[config.mk]
export PLATFORM = sky130hd
export DESIGN_NAME = mtu_timer
export DESIGN_NICKNAME = d
export VERILOG_FILES = /design/src/design/mtu_pkg.sv /design/src/design/mtu_pin_sync.sv /design/src/design/mtu_timer.sv
export SDC_FILE = /design/constraint.sdc
export NUM_CORES = 2
export LEC_CHECK = 0
export ABC_AREA = 0
export BUFFER_PORTS_ARGS = -buffer_cell sky130_fd_sc_hd__buf_2
export CORE_MARGIN = 8
export CORE_UTILIZATION = 25
export CTS_CLUSTER_SIZE = 8
export DETAILED_ROUTE_END_ITERATION = 8
export SYNTH_ARGS = -nofsm -noshare
export SYNTH_HDL_FRONTEND = slang
export SYNTH_SLANG_ARGS = --single-unit
[constraint.sdc]
create_clock -name CORE_CLK_I -period 19 [get_ports CORE_CLK_I]
set_input_delay 1.9 -clock CORE_CLK_I [delete_from_list [all_inputs] [get_ports CORE_CLK_I]]
set_output_delay 1.9 -clock CORE_CLK_I [all_outputs]
set_load 0.005 [all_outputs]
[src/design/mtu_pkg.sv]
package mtu_pkg;
    localparam int NCH = 5;
    localparam int CW = 16;
    localparam int EXT_N = 4;
    localparam logic [15:0] CNT_MAX = 16'hffff;
    localparam logic [15:0] CNT_RST = 16'h0000;
    localparam logic [15:0] GR_RST = 16'hffff;
    localparam logic [2:0] SRC_CLK = 3'h0;
    localparam logic [2:0] SRC_DIV2 = 3'h1;
    localparam logic [2:0] SRC_DIV4 = 3'h2;
    localparam logic [2:0] SRC_DIV8 = 3'h3;
    localparam logic [1:0] EDGE_RISE = 2'h0;
    localparam logic [1:0] EDGE_FALL = 2'h1;
    localparam logic [1:0] CLR_NONE = 2'h0;
    localparam logic [1:0] CLR_A = 2'h1;
    localparam logic [1:0] CLR_B = 2'h2;
    localparam logic [1:0] CLR_SYNC = 2'h3;
    localparam logic [2:0] FN_NONE = 3'h0;
    localparam logic [2:0] FN_LOW = 3'h1;
    localparam logic [2:0] FN_HIGH = 3'h2;
    localparam logic [2:0] FN_TOG = 3'h3;
    localparam int FN_CAP_BIT = 2;
    localparam logic [1:0] MODE_NORMAL = 2'h0;
    localparam logic [1:0] MODE_RSYNC = 2'h1;
    localparam logic [1:0] MODE_COMP = 2'h2;
    localparam int FLG_A = 0;
    localparam int FLG_B = 1;
    localparam int FLG_WRAP = 2;
    localparam int CH_NOTOG = 2;
    localparam int CH_P = 3;
    localparam int CH_Q = 4;

    typedef struct packed {
        logic [2:0] count_source_select;
        logic [1:0] external_edge_select;
        logic [1:0] counter_clear_source;
        logic [2:0] pin_fn_a;
        logic [2:0] pin_fn_b;
        logic [2:0] irq_en;
    } mtu_cfg_s;

    localparam mtu_cfg_s CFG_RST = '{count_source_select: SRC_CLK,
        external_edge_select: EDGE_RISE, counter_clear_source: CLR_NONE,
        pin_fn_a: FN_NONE, pin_fn_b: FN_NONE, irq_en: 3'h0};

    typedef struct packed {
        logic [NCH-1:0][CW-1:0] cnt;
        logic [NCH-1:0][CW-1:0] general_register_a;
        logic [NCH-1:0][CW-1:0] general_register_b;
        logic [NCH-1:0][CW-1:0] bra;
        logic [NCH-1:0][CW-1:0] brb;
        mtu_cfg_s [NCH-1:0] cfg;
        logic [NCH-1:0][2:0] flg;
        logic [NCH-1:0][2:0] armed;
        logic [NCH-1:0] pin_a;
        logic [NCH-1:0] pin_b;
        logic down;
        logic [2:0] pre;
    } mtu_state_s;

    localparam mtu_state_s ST_RST = '{cnt: {NCH{CNT_RST}},
        general_register_a: {NCH{GR_RST}}, general_register_b: {NCH{GR_RST}}, bra: {NCH{GR_RST}},
        brb: {NCH{GR_RST}}, cfg: {NCH{CFG_RST}}, flg: '0, armed: '0,
        pin_a: '0, pin_b: '0, down: 1'b0, pre: 3'h0};
endpackage : mtu_pkg

[src/design/mtu_pin_sync.sv]
`timescale 1ns/1ps
module mtu_pin_sync #(
    parameter int W = 14
) (
    input wire logic clk_i,          // Core clock
    input wire logic rst_i,          // Async reset, high
    input wire logic [W-1:0] pin_i,  // Raw pins
    output logic [W-1:0] rise_o,     // One-cycle rising edge
    output logic [W-1:0] fall_o      // One-cycle falling edge
);
    typedef struct packed {
        logic [W-1:0] s1;
        logic [W-1:0] s2;
        logic [W-1:0] s3;
    } mtu_sync_s;

    mtu_sync_s s;
    mtu_sync_s next_s;

    always_comb begin
        next_s.s1 = pin_i;
        next_s.s2 = s.s1;
        next_s.s3 = s.s2;
    end

    // Only s2/s3 feed edge logic; s1 may be metastable
    always_ff @(posedge clk_i or posedge rst_i) begin
        if (rst_i) begin
            s <= '0;
        end else begin
            s <= next_s;
        end
    end

    assign rise_o = s.s2 & ~s.s3;
    assign fall_o = ~s.s2 & s.s3;
endmodule : mtu_pin_sync

[src/design/mtu_timer.sv]
`timescale 1ns/1ps
module mtu_timer (
    input wire logic CORE_CLK_I,                    // 200 MHz core clock
    input wire logic SYS_RST_I,                     // Async reset, high
    input wire logic [4:0] RUN_I,                   // channel_run_bits
    input wire logic [4:0] SYNC_I,                  // Synchronized channels
    input wire logic [4:0] PWM_I,                   // Per-channel PWM mode
    input wire logic [1:0] MODE_I,                  // Channel 3/4 pair mode
    input wire logic [4:0] BUF_A_I,                 // Buffer A enable
    input wire logic [4:0] BUF_B_I,                 // Buffer B enable
    input wire logic [4:0] CFG_WR_I,                // Config write strobe
    input wire mtu_pkg::mtu_cfg_s CFG_I,            // Config data
    input wire logic [15:0] WR_DATA_I,              // Shared write data
    input wire logic [4:0] CNT_WR_I,                // Counter write
    input wire logic [4:0] GRA_WR_I,                // Register A write
    input wire logic [4:0] GRB_WR_I,                // Register B write
    input wire logic [4:0] BRA_WR_I,                // Buffer A write
    input wire logic [4:0] BRB_WR_I,                // Buffer B write
    input wire logic [4:0] FLAG_RD_I,               // Flag register read
    input wire logic [4:0] FLAG_CLR_I,              // Flag register write
    input wire logic [2:0] FLAG_WDATA_I,            // Flag write data
    input wire logic [3:0] EXT_CLK_I,               // external_count_inputs
    input wire logic [4:0] PIN_A_I,                 // channel_pin_a input
    input wire logic [4:0] PIN_B_I,                 // channel_pin_b input
    output logic [4:0][15:0] CNT_O,                 // Counters
    output logic [4:0][15:0] GRA_O,                 // General registers A
    output logic [4:0][15:0] GRB_O,                 // General registers B
    output logic [4:0][15:0] BRA_O,                 // Buffer registers A
    output logic [4:0][15:0] BRB_O,                 // Buffer registers B
    output logic [4:0][2:0] FLAG_O,                 // Flags: wrap, B, A
    output logic [4:0] IRQ_O,                       // Interrupt request
    output logic [4:0] PIN_A_O,                     // channel_pin_a output
    output logic [4:0] PIN_A_OE_N_O,                // Pin A drive, low
    output logic [4:0] PIN_B_O,                     // channel_pin_b output
    output logic [4:0] PIN_B_OE_N_O                 // Pin B drive, low
);
    localparam int NCH = mtu_pkg::NCH;
    localparam int PW = mtu_pkg::EXT_N + 2 * NCH;

    mtu_pkg::mtu_state_s s;
    mtu_pkg::mtu_state_s next_s;
    logic [PW-1:0] rise;
    logic [PW-1:0] fall;
    logic [NCH-1:0] tick;
    logic [NCH-1:0] mt_a;
    logic [NCH-1:0] mt_b;
    logic [NCH-1:0] cap_am;
    logic [NCH-1:0] cap_bm;
    logic [NCH-1:0] cap_a;
    logic [NCH-1:0] cap_b;
    logic [NCH-1:0] own_clr;
    logic sync_clr;
    logic wr_sync;
    logic rev_dn;
    logic rev_up;
    logic mode_xfer;

    function automatic logic edge_hit(input logic [1:0] sel,
                                      input logic r, input logic f);
        if (sel == mtu_pkg::EDGE_RISE) begin
            return r;
        end else if (sel == mtu_pkg::EDGE_FALL) begin
            return f;
        end
        return r | f;
    endfunction : edge_hit

    function automatic logic src_tick(input logic [2:0] sel,
                                      input logic [2:0] pre,
                                      input logic [3:0] ext);
        unique case (sel)
            mtu_pkg::SRC_CLK: return 1'b1;
            mtu_pkg::SRC_DIV2: return pre[0];
            mtu_pkg::SRC_DIV4: return &pre[1:0];
            mtu_pkg::SRC_DIV8: return &pre;
            default: return ext[sel[1:0]];
        endcase
    endfunction : src_tick

    function automatic logic pin_lvl(input logic [2:0] fn,
                                     input logic cur, input logic tog_ok);
        unique case (fn)
            mtu_pkg::FN_LOW: return 1'b0;
            mtu_pkg::FN_HIGH: return 1'b1;
            mtu_pkg::FN_TOG: return tog_ok ? ~cur : cur;
            default: return cur;
        endcase
    endfunction : pin_lvl

    mtu_pin_sync #(
        .W(PW)
    ) u_sync (
        .clk_i(CORE_CLK_I),
        .rst_i(SYS_RST_I),
        .pin_i({PIN_B_I, PIN_A_I, EXT_CLK_I}),
        .rise_o(rise),
        .fall_o(fall)
    );

    // Event decode: ticks, matches, captures, clears
    always_comb begin
        mtu_pkg::mtu_cfg_s cf;
        logic forced;
        logic [3:0] ext_v;
        cf = mtu_pkg::CFG_RST;
        forced = 1'b0;
        ext_v = 4'h0;
        for (int c = 0; c < NCH; c++) begin
            cf = s.cfg[c];
            forced = PWM_I[c] || (MODE_I != mtu_pkg::MODE_NORMAL &&
                     (c == mtu_pkg::CH_P || c == mtu_pkg::CH_Q));
            for (int k = 0; k < mtu_pkg::EXT_N; k++) begin
                ext_v[k] = edge_hit(cf.external_edge_select, rise[k],
                                    fall[k]);
            end
            tick[c] = RUN_I[c] && src_tick(cf.count_source_select, s.pre,
                                           ext_v);
            cap_am[c] = cf.pin_fn_a[mtu_pkg::FN_CAP_BIT] && !forced;
            cap_bm[c] = cf.pin_fn_b[mtu_pkg::FN_CAP_BIT] && !forced;
            // Match fires as the counter leaves the value
            mt_a[c] = tick[c] && !cap_am[c] && s.cnt[c] == s.general_register_a[c];
            mt_b[c] = tick[c] && !cap_bm[c] && s.cnt[c] == s.general_register_b[c];
            cap_a[c] = cap_am[c] && edge_hit(cf.pin_fn_a[1:0],
                rise[mtu_pkg::EXT_N + c], fall[mtu_pkg::EXT_N + c]);
            cap_b[c] = cap_bm[c] && edge_hit(cf.pin_fn_b[1:0],
                rise[mtu_pkg::EXT_N + NCH + c],
                fall[mtu_pkg::EXT_N + NCH + c]);
            own_clr[c] = (cf.counter_clear_source == mtu_pkg::CLR_A &&
                          (mt_a[c] || cap_a[c])) ||
                         (cf.counter_clear_source == mtu_pkg::CLR_B &&
                          (mt_b[c] || cap_b[c])) ||
                         (c == mtu_pkg::CH_P && mt_a[c] &&
                          MODE_I == mtu_pkg::MODE_RSYNC);
        end
    end

    assign sync_clr = |(own_clr & SYNC_I);
    assign wr_sync = |(CNT_WR_I & SYNC_I);
    assign rev_dn = MODE_I == mtu_pkg::MODE_COMP && !s.down &&
                    mt_a[mtu_pkg::CH_P];
    assign rev_up = MODE_I == mtu_pkg::MODE_COMP && s.down &&
                    tick[mtu_pkg::CH_Q] && s.cnt[mtu_pkg::CH_Q] == '0;
    assign mode_xfer = rev_dn || rev_up || (MODE_I == mtu_pkg::MODE_RSYNC &&
                       mt_a[mtu_pkg::CH_P]);

    always_comb begin
        mtu_pkg::mtu_cfg_s cf;
        logic pq;
        logic dn;
        logic [2:0] set;
        logic [2:0] clr;
        cf = mtu_pkg::CFG_RST;
        pq = 1'b0;
        dn = 1'b0;
        set = 3'h0;
        clr = 3'h0;
        next_s = s;
        next_s.pre = s.pre + 3'h1;
        if (rev_dn) begin
            next_s.down = 1'b1;
        end else if (rev_up) begin
            next_s.down = 1'b0;
        end
        for (int c = 0; c < NCH; c++) begin
            cf = s.cfg[c];
            pq = c == mtu_pkg::CH_P || c == mtu_pkg::CH_Q;
            dn = pq && s.down && MODE_I == mtu_pkg::MODE_COMP;
            // CPU preset beats any count or clear this cycle
            if (CNT_WR_I[c] || (SYNC_I[c] && wr_sync)) begin
                next_s.cnt[c] = WR_DATA_I;
            end else if (own_clr[c] || (SYNC_I[c] && sync_clr &&
                cf.counter_clear_source == mtu_pkg::CLR_SYNC)) begin
                next_s.cnt[c] = mtu_pkg::CNT_RST;
            end else if (tick[c]) begin
                next_s.cnt[c] = dn ? s.cnt[c] - 16'h1
                                   : s.cnt[c] + 16'h1;
            end
            if (pq && MODE_I != mtu_pkg::MODE_NORMAL) begin
                if (mode_xfer && BUF_A_I[c]) begin
                    next_s.general_register_a[c] = s.bra[c];
                end
                if (mode_xfer && BUF_B_I[c]) begin
                    next_s.general_register_b[c] = s.brb[c];
                end
            end else begin
                if (mt_a[c] && BUF_A_I[c]) begin
                    next_s.general_register_a[c] = s.bra[c];
                end
                if (mt_b[c] && BUF_B_I[c]) begin
                    next_s.general_register_b[c] = s.brb[c];
                end
                if (cap_a[c]) begin
                    next_s.general_register_a[c] = s.cnt[c];
                    if (BUF_A_I[c]) begin
                        next_s.bra[c] = s.general_register_a[c];
                    end
                end
                if (cap_b[c]) begin
                    next_s.general_register_b[c] = s.cnt[c];
                    if (BUF_B_I[c]) begin
                        next_s.brb[c] = s.general_register_b[c];
                    end
                end
            end
            if (GRA_WR_I[c]) begin
                next_s.general_register_a[c] = WR_DATA_I;
            end
            if (GRB_WR_I[c]) begin
                next_s.general_register_b[c] = WR_DATA_I;
            end
            if (BRA_WR_I[c]) begin
                next_s.bra[c] = WR_DATA_I;
            end
            if (BRB_WR_I[c]) begin
                next_s.brb[c] = WR_DATA_I;
            end
            // Equal A and B cancel out, so the level holds
            if (PWM_I[c]) begin
                if (mt_a[c] && !mt_b[c]) begin
                    next_s.pin_a[c] = 1'b1;
                end else if (mt_b[c] && !mt_a[c]) begin
                    next_s.pin_a[c] = 1'b0;
                end
            end else begin
                if (mt_a[c]) begin
                    next_s.pin_a[c] = pin_lvl(cf.pin_fn_a, s.pin_a[c],
                        c != mtu_pkg::CH_NOTOG);
                end
                if (mt_b[c]) begin
                    next_s.pin_b[c] = pin_lvl(cf.pin_fn_b, s.pin_b[c],
                        c != mtu_pkg::CH_NOTOG);
                end
            end
            set = 3'h0;
            set[mtu_pkg::FLG_A] = mt_a[c] || cap_a[c];
            set[mtu_pkg::FLG_B] = mt_b[c] || cap_b[c];
            set[mtu_pkg::FLG_WRAP] = tick[c] && !dn &&
                                     s.cnt[c] == mtu_pkg::CNT_MAX;
            // Set wins over a clear in the same cycle
            clr = s.armed[c] & ~FLAG_WDATA_I & {3{FLAG_CLR_I[c]}};
            next_s.flg[c] = (s.flg[c] & ~clr) | set;
            if (FLAG_RD_I[c]) begin
                next_s.armed[c] = s.flg[c];
            end else if (FLAG_CLR_I[c]) begin
                next_s.armed[c] = 3'h0;
            end
            if (CFG_WR_I[c]) begin
                next_s.cfg[c] = CFG_I;
            end
        end
    end

    always_ff @(posedge CORE_CLK_I or posedge SYS_RST_I) begin
        if (SYS_RST_I) begin
            s <= mtu_pkg::ST_RST;
        end else begin
            s <= next_s;
        end
    end

    always_comb begin
        for (int c = 0; c < NCH; c++) begin
            IRQ_O[c] = |(s.flg[c] & s.cfg[c].irq_en);
            PIN_A_OE_N_O[c] = !(PWM_I[c] || (!cap_am[c] &&
                              s.cfg[c].pin_fn_a != mtu_pkg::FN_NONE));
            PIN_B_OE_N_O[c] = !(!PWM_I[c] && !cap_bm[c] &&
                              s.cfg[c].pin_fn_b != mtu_pkg::FN_NONE);
        end
    end

    assign CNT_O = s.cnt;
    assign GRA_O = s.general_register_a;
    assign GRB_O = s.general_register_b;
    assign BRA_O = s.bra;
    assign BRB_O = s.brb;
    assign FLAG_O = s.flg;
    assign PIN_A_O = s.pin_a;
    assign PIN_B_O = s.pin_b;
endmodule : mtu_timer

==> impl_metrics.env <==
export IMPL_post_cts_resize_count=0
export IMPL_cts_setup_buffers=0
export IMPL_hpwlAfterDp_um=117600
export IMPL_drive_above_1_share_pct=31.91
export IMPL_setup_viol=0
export IMPL_die_area_um2=157700
export IMPL_post_drt_wl_per_cell_um=26.70
export IMPL_synth_area_um2=36300
export IMPL_firstDrtPassIters=6
export IMPL_hold_path_class="reg -> reg"
export IMPL_place_congestion=0.9071
export IMPL_fin_setup_tns_ns=0
export IMPL_met1_usage_pct=23.89
export IMPL_grt_max_degree=154
export IMPL_synth_yosys_seq_area_share_pct=40.12
export IMPL_root_buffer="clkbuf_16"
export IMPL_synth_top_family_by_area="compound AO/OA/AOI/OAI gates"
export IMPL_grt_total_usage_pct=19.31
export IMPL_final_area_um2=40210
export IMPL_path_cells="buf_2 > nand2b_1 > a211o_1 > clkinv_1 > a21oi_1 > o22ai_1 > a211oi_4 > a31oi_1 > or2_1 > a221oi_1"
export IMPL_core_area_um2=144900
export IMPL_fmaxAchievable_mhz=176.7
export IMPL_start_util_pct=25.06
export IMPL_synth_ff_type="dfstp_2"
export IMPL_synth_compound_gate_area_share_pct=14.05
export IMPL_antenna_found_initial=37
export IMPL_yosys_area_share_simple_pct=12.52
export IMPL_drv_cap=0
export IMPL_grt_pass1_vias=28952
export IMPL_arrival_ns=6.23
export IMPL_fp_row_count=140
export IMPL_muxShareOfSynthArea_pct=13.09
export IMPL_wl_um=158700
export IMPL_yosys_warnings=0
export IMPL_cts_buffers=83
export IMPL_crit_fanout=19
export IMPL_die_h_um=397.1
export IMPL_synthAdderAreaFrac_pct=2.213
export IMPL_ant_nets=0
export IMPL_crit_type="in -> reg"
export IMPL_slowest_delay_ns=0.67
export IMPL_outcome="complete, no violations"
export IMPL_cts_sinks=566
export IMPL_synthArstFlopShare_pct=100.0
export IMPL_cp_slowest_cell="clkinv_1"
export IMPL_syn2layout_area_growth_pct=10.76
export IMPL_top_usage_layer="met2"
export IMPL_required_ns=19.57
export IMPL_startpoint="PWM_I[0]"
export IMPL_met2_usage_pct=30.28
export IMPL_syn_inst=3984
export IMPL_grt_first_pass_wirelength_um=222300
export IMPL_p_leak_nw=17.72
export IMPL_hold_viol=0
export IMPL_synth_distinct_cells=82
export IMPL_synth_edf_count=0
export IMPL_end_kind="register"
export IMPL_htreeDepth=3
export IMPL_synth_nets=4165
export IMPL_use_met3_pct=6.174
export IMPL_synth_seq_cells=566
export IMPL_fin_crit_sh_pct=29.79
export IMPL_peakVddDrop_v=0.00006707
export IMPL_regToRegStartpoint="u_sync.next_s[3]"
export IMPL_final_nets=4145
export IMPL_fin_skew_ns=0.04057
export IMPL_grt_overflow_total=0
export IMPL_rsz0062_at_grt="false"
export IMPL_hold_path_startpoint="u_sync.next_s[22]"
export IMPL_worst_pin_slew_ns=1.222
export IMPL_die_w_um=397.1
export IMPL_drt_iter0_markers=2684
export IMPL_ios=558
export IMPL_dpl_instance_area_um2=37790
export IMPL_drc=0
export IMPL_powerDensity_nw_per_um2=103.8
export IMPL_cts_tree="yes"
export IMPL_fin_cells=5944
export IMPL_insertion_delay_ns=0.69
export IMPL_avgViaCountPerCell=4.993
export IMPL_routed_via_count=29679
export IMPL_placed_cells=5796
export IMPL_path_clk_slew_ns=0.05
export IMPL_synthXorXnorAreaFrac_pct=4.994
export IMPL_hold_buffers=0
export IMPL_portBuffers=557
export IMPL_final_max_slew_viol_count=0
export IMPL_start_kind="input port"
export IMPL_postSynthAreaPerCell_um2=9.112
export IMPL_post_route_util_pct=27.76
export IMPL_cts_buffer_depth=3
export IMPL_slew_headroom_pct=17.78
export IMPL_min_period_ns=5.660
-- routing by layer --
layer  wire, µm  share of wire (%)  vias to the layer above
li1           -                  -                    13263
met3      15630                9.8                      310
met1      63310                 40                    14695
met5         54              0.034                        -
met4       8696                5.5                        8
met2      71010                 45                     1403
-- worst paths after layout --
path / cells past startpoint / slack, ns / end
worst max-delay path: 10 / 13.34 / CNT_O[41]
worst min-delay path: 0 / 0.34 / u_sync.next_s[8]
worst max register to register: 11 / 13.39 / GRA_O[70]
worst min register to register: 0 / 0.34 / u_sync.next_s[8]
max in group asynchronous: 4 / 15.26 / CNT_O[8]
min in group asynchronous: 2 / 1.43 / s[92]
-- metrics by stage --
stage	power, mW	hold slack (ns)	setup slack, ns
after floorplan	2.396	0.3312	1.799
after global placement	2.758	0.3348	12.80
after detailed placement	2.779	0.3358	12.63
after CTS	4.222	0.3453	13.36
after global routing	4.377	0.3545	12.90
final	4.175	0.3446	13.34
-- cell type report --
class | count | area [µm²]
clock inverter | 6 | 75.07
multi-input combinational | 2603 | 17150
inverter | 77 | 296.5
timing repair buffer | 633 | 3383
clock buffer | 123 | 2298
fill | 15340 | 104700
tap | 1917 | 2399
antenna | 19 | 47.55
sequential | 566 | 14560
-- sequential cells by signal, summed over array words and instances (netlist names) --
| register | count |
|---|---|
| s | 99 |
| GRA_O | 80 |
| BRB_O | 80 |
| GRB_O | 80 |
| CNT_O | 80 |
| u_sync.s | 14 |
| BRA_O | 80 |
| PIN_B_O | 5 |
| PIN_A_O | 5 |
| u_sync.next_s | 28 |
| FLAG_O | 15 |
-- placed cells by master, fill, tap and decap left out, drive strengths merged, types with 27 or more instances in the layout --
cell / instances
buf: 633
nand2: 625
o21ai: 379
dfstp: 320
mux2i: 262
dfrtp: 246
a21oi: 222
mux2: 179
xnor2: 137
nor2: 129
clkbuf: 123
inv: 75
xor2: 70
nand3: 64
ha: 61
nor3: 44
o31a: 37
and3: 36
nand4: 36
a211oi: 30
nand2b: 27
-- synthesized netlist by cell type (27+ instances only) --
library cell,count,area [µm²]
nand2_1,625,2346
clkbuf_1,277,1040
o31a_1,37,324.1
inv_1,72,270.3
nand4_1,36,225.2
o21ai_0,373,1867
mux2i_1,262,2623
dfrtp_1,246,6156
nand2b_1,27,168.9
buf_4,430,3228
nand3_1,64,320.3
and3_1,36,225.2
dfstp_2,320,8408
xor2_1,70,613.1
nor3_1,43,215.2
a21oi_1,220,1101
nor2_1,128,480.5
a211oi_1,29,217.7
mux2_2,179,2016
ha_1,61,763.2
xnor2_1,137,1200
-- worst max-delay path: cells and delay by family --
kind	cells	cell delay (ns)
buffers and inverters	2	0.89
AO/OA/AOI/OAI	6	2.66
AND/OR/NAND/NOR	2	0.75
-- cell families after synthesis --
| logic type | after synthesis |
|---|---|
| multiplexers | 446 |
| XOR/XNOR | 207 |
| adder cells (fa/ha/maj) | 63 |
| AND/OR/NAND/NOR | 1042 |
| buffers and inverters | 815 |
| AO/OA/AOI/OAI | 845 |
| flip-flops | 566 |
-- report_power, final --
part | total (mW) | internal, mW | switching (mW)
Combinational | 1.04 | 0.415 | 0.621
Clock | 1.42 | 0.827 | 0.591
Sequential | 1.72 | 1.47 | 0.254
Total | 4.18 | 2.71 | 1.47
Power figures use the tool's default switching activity.
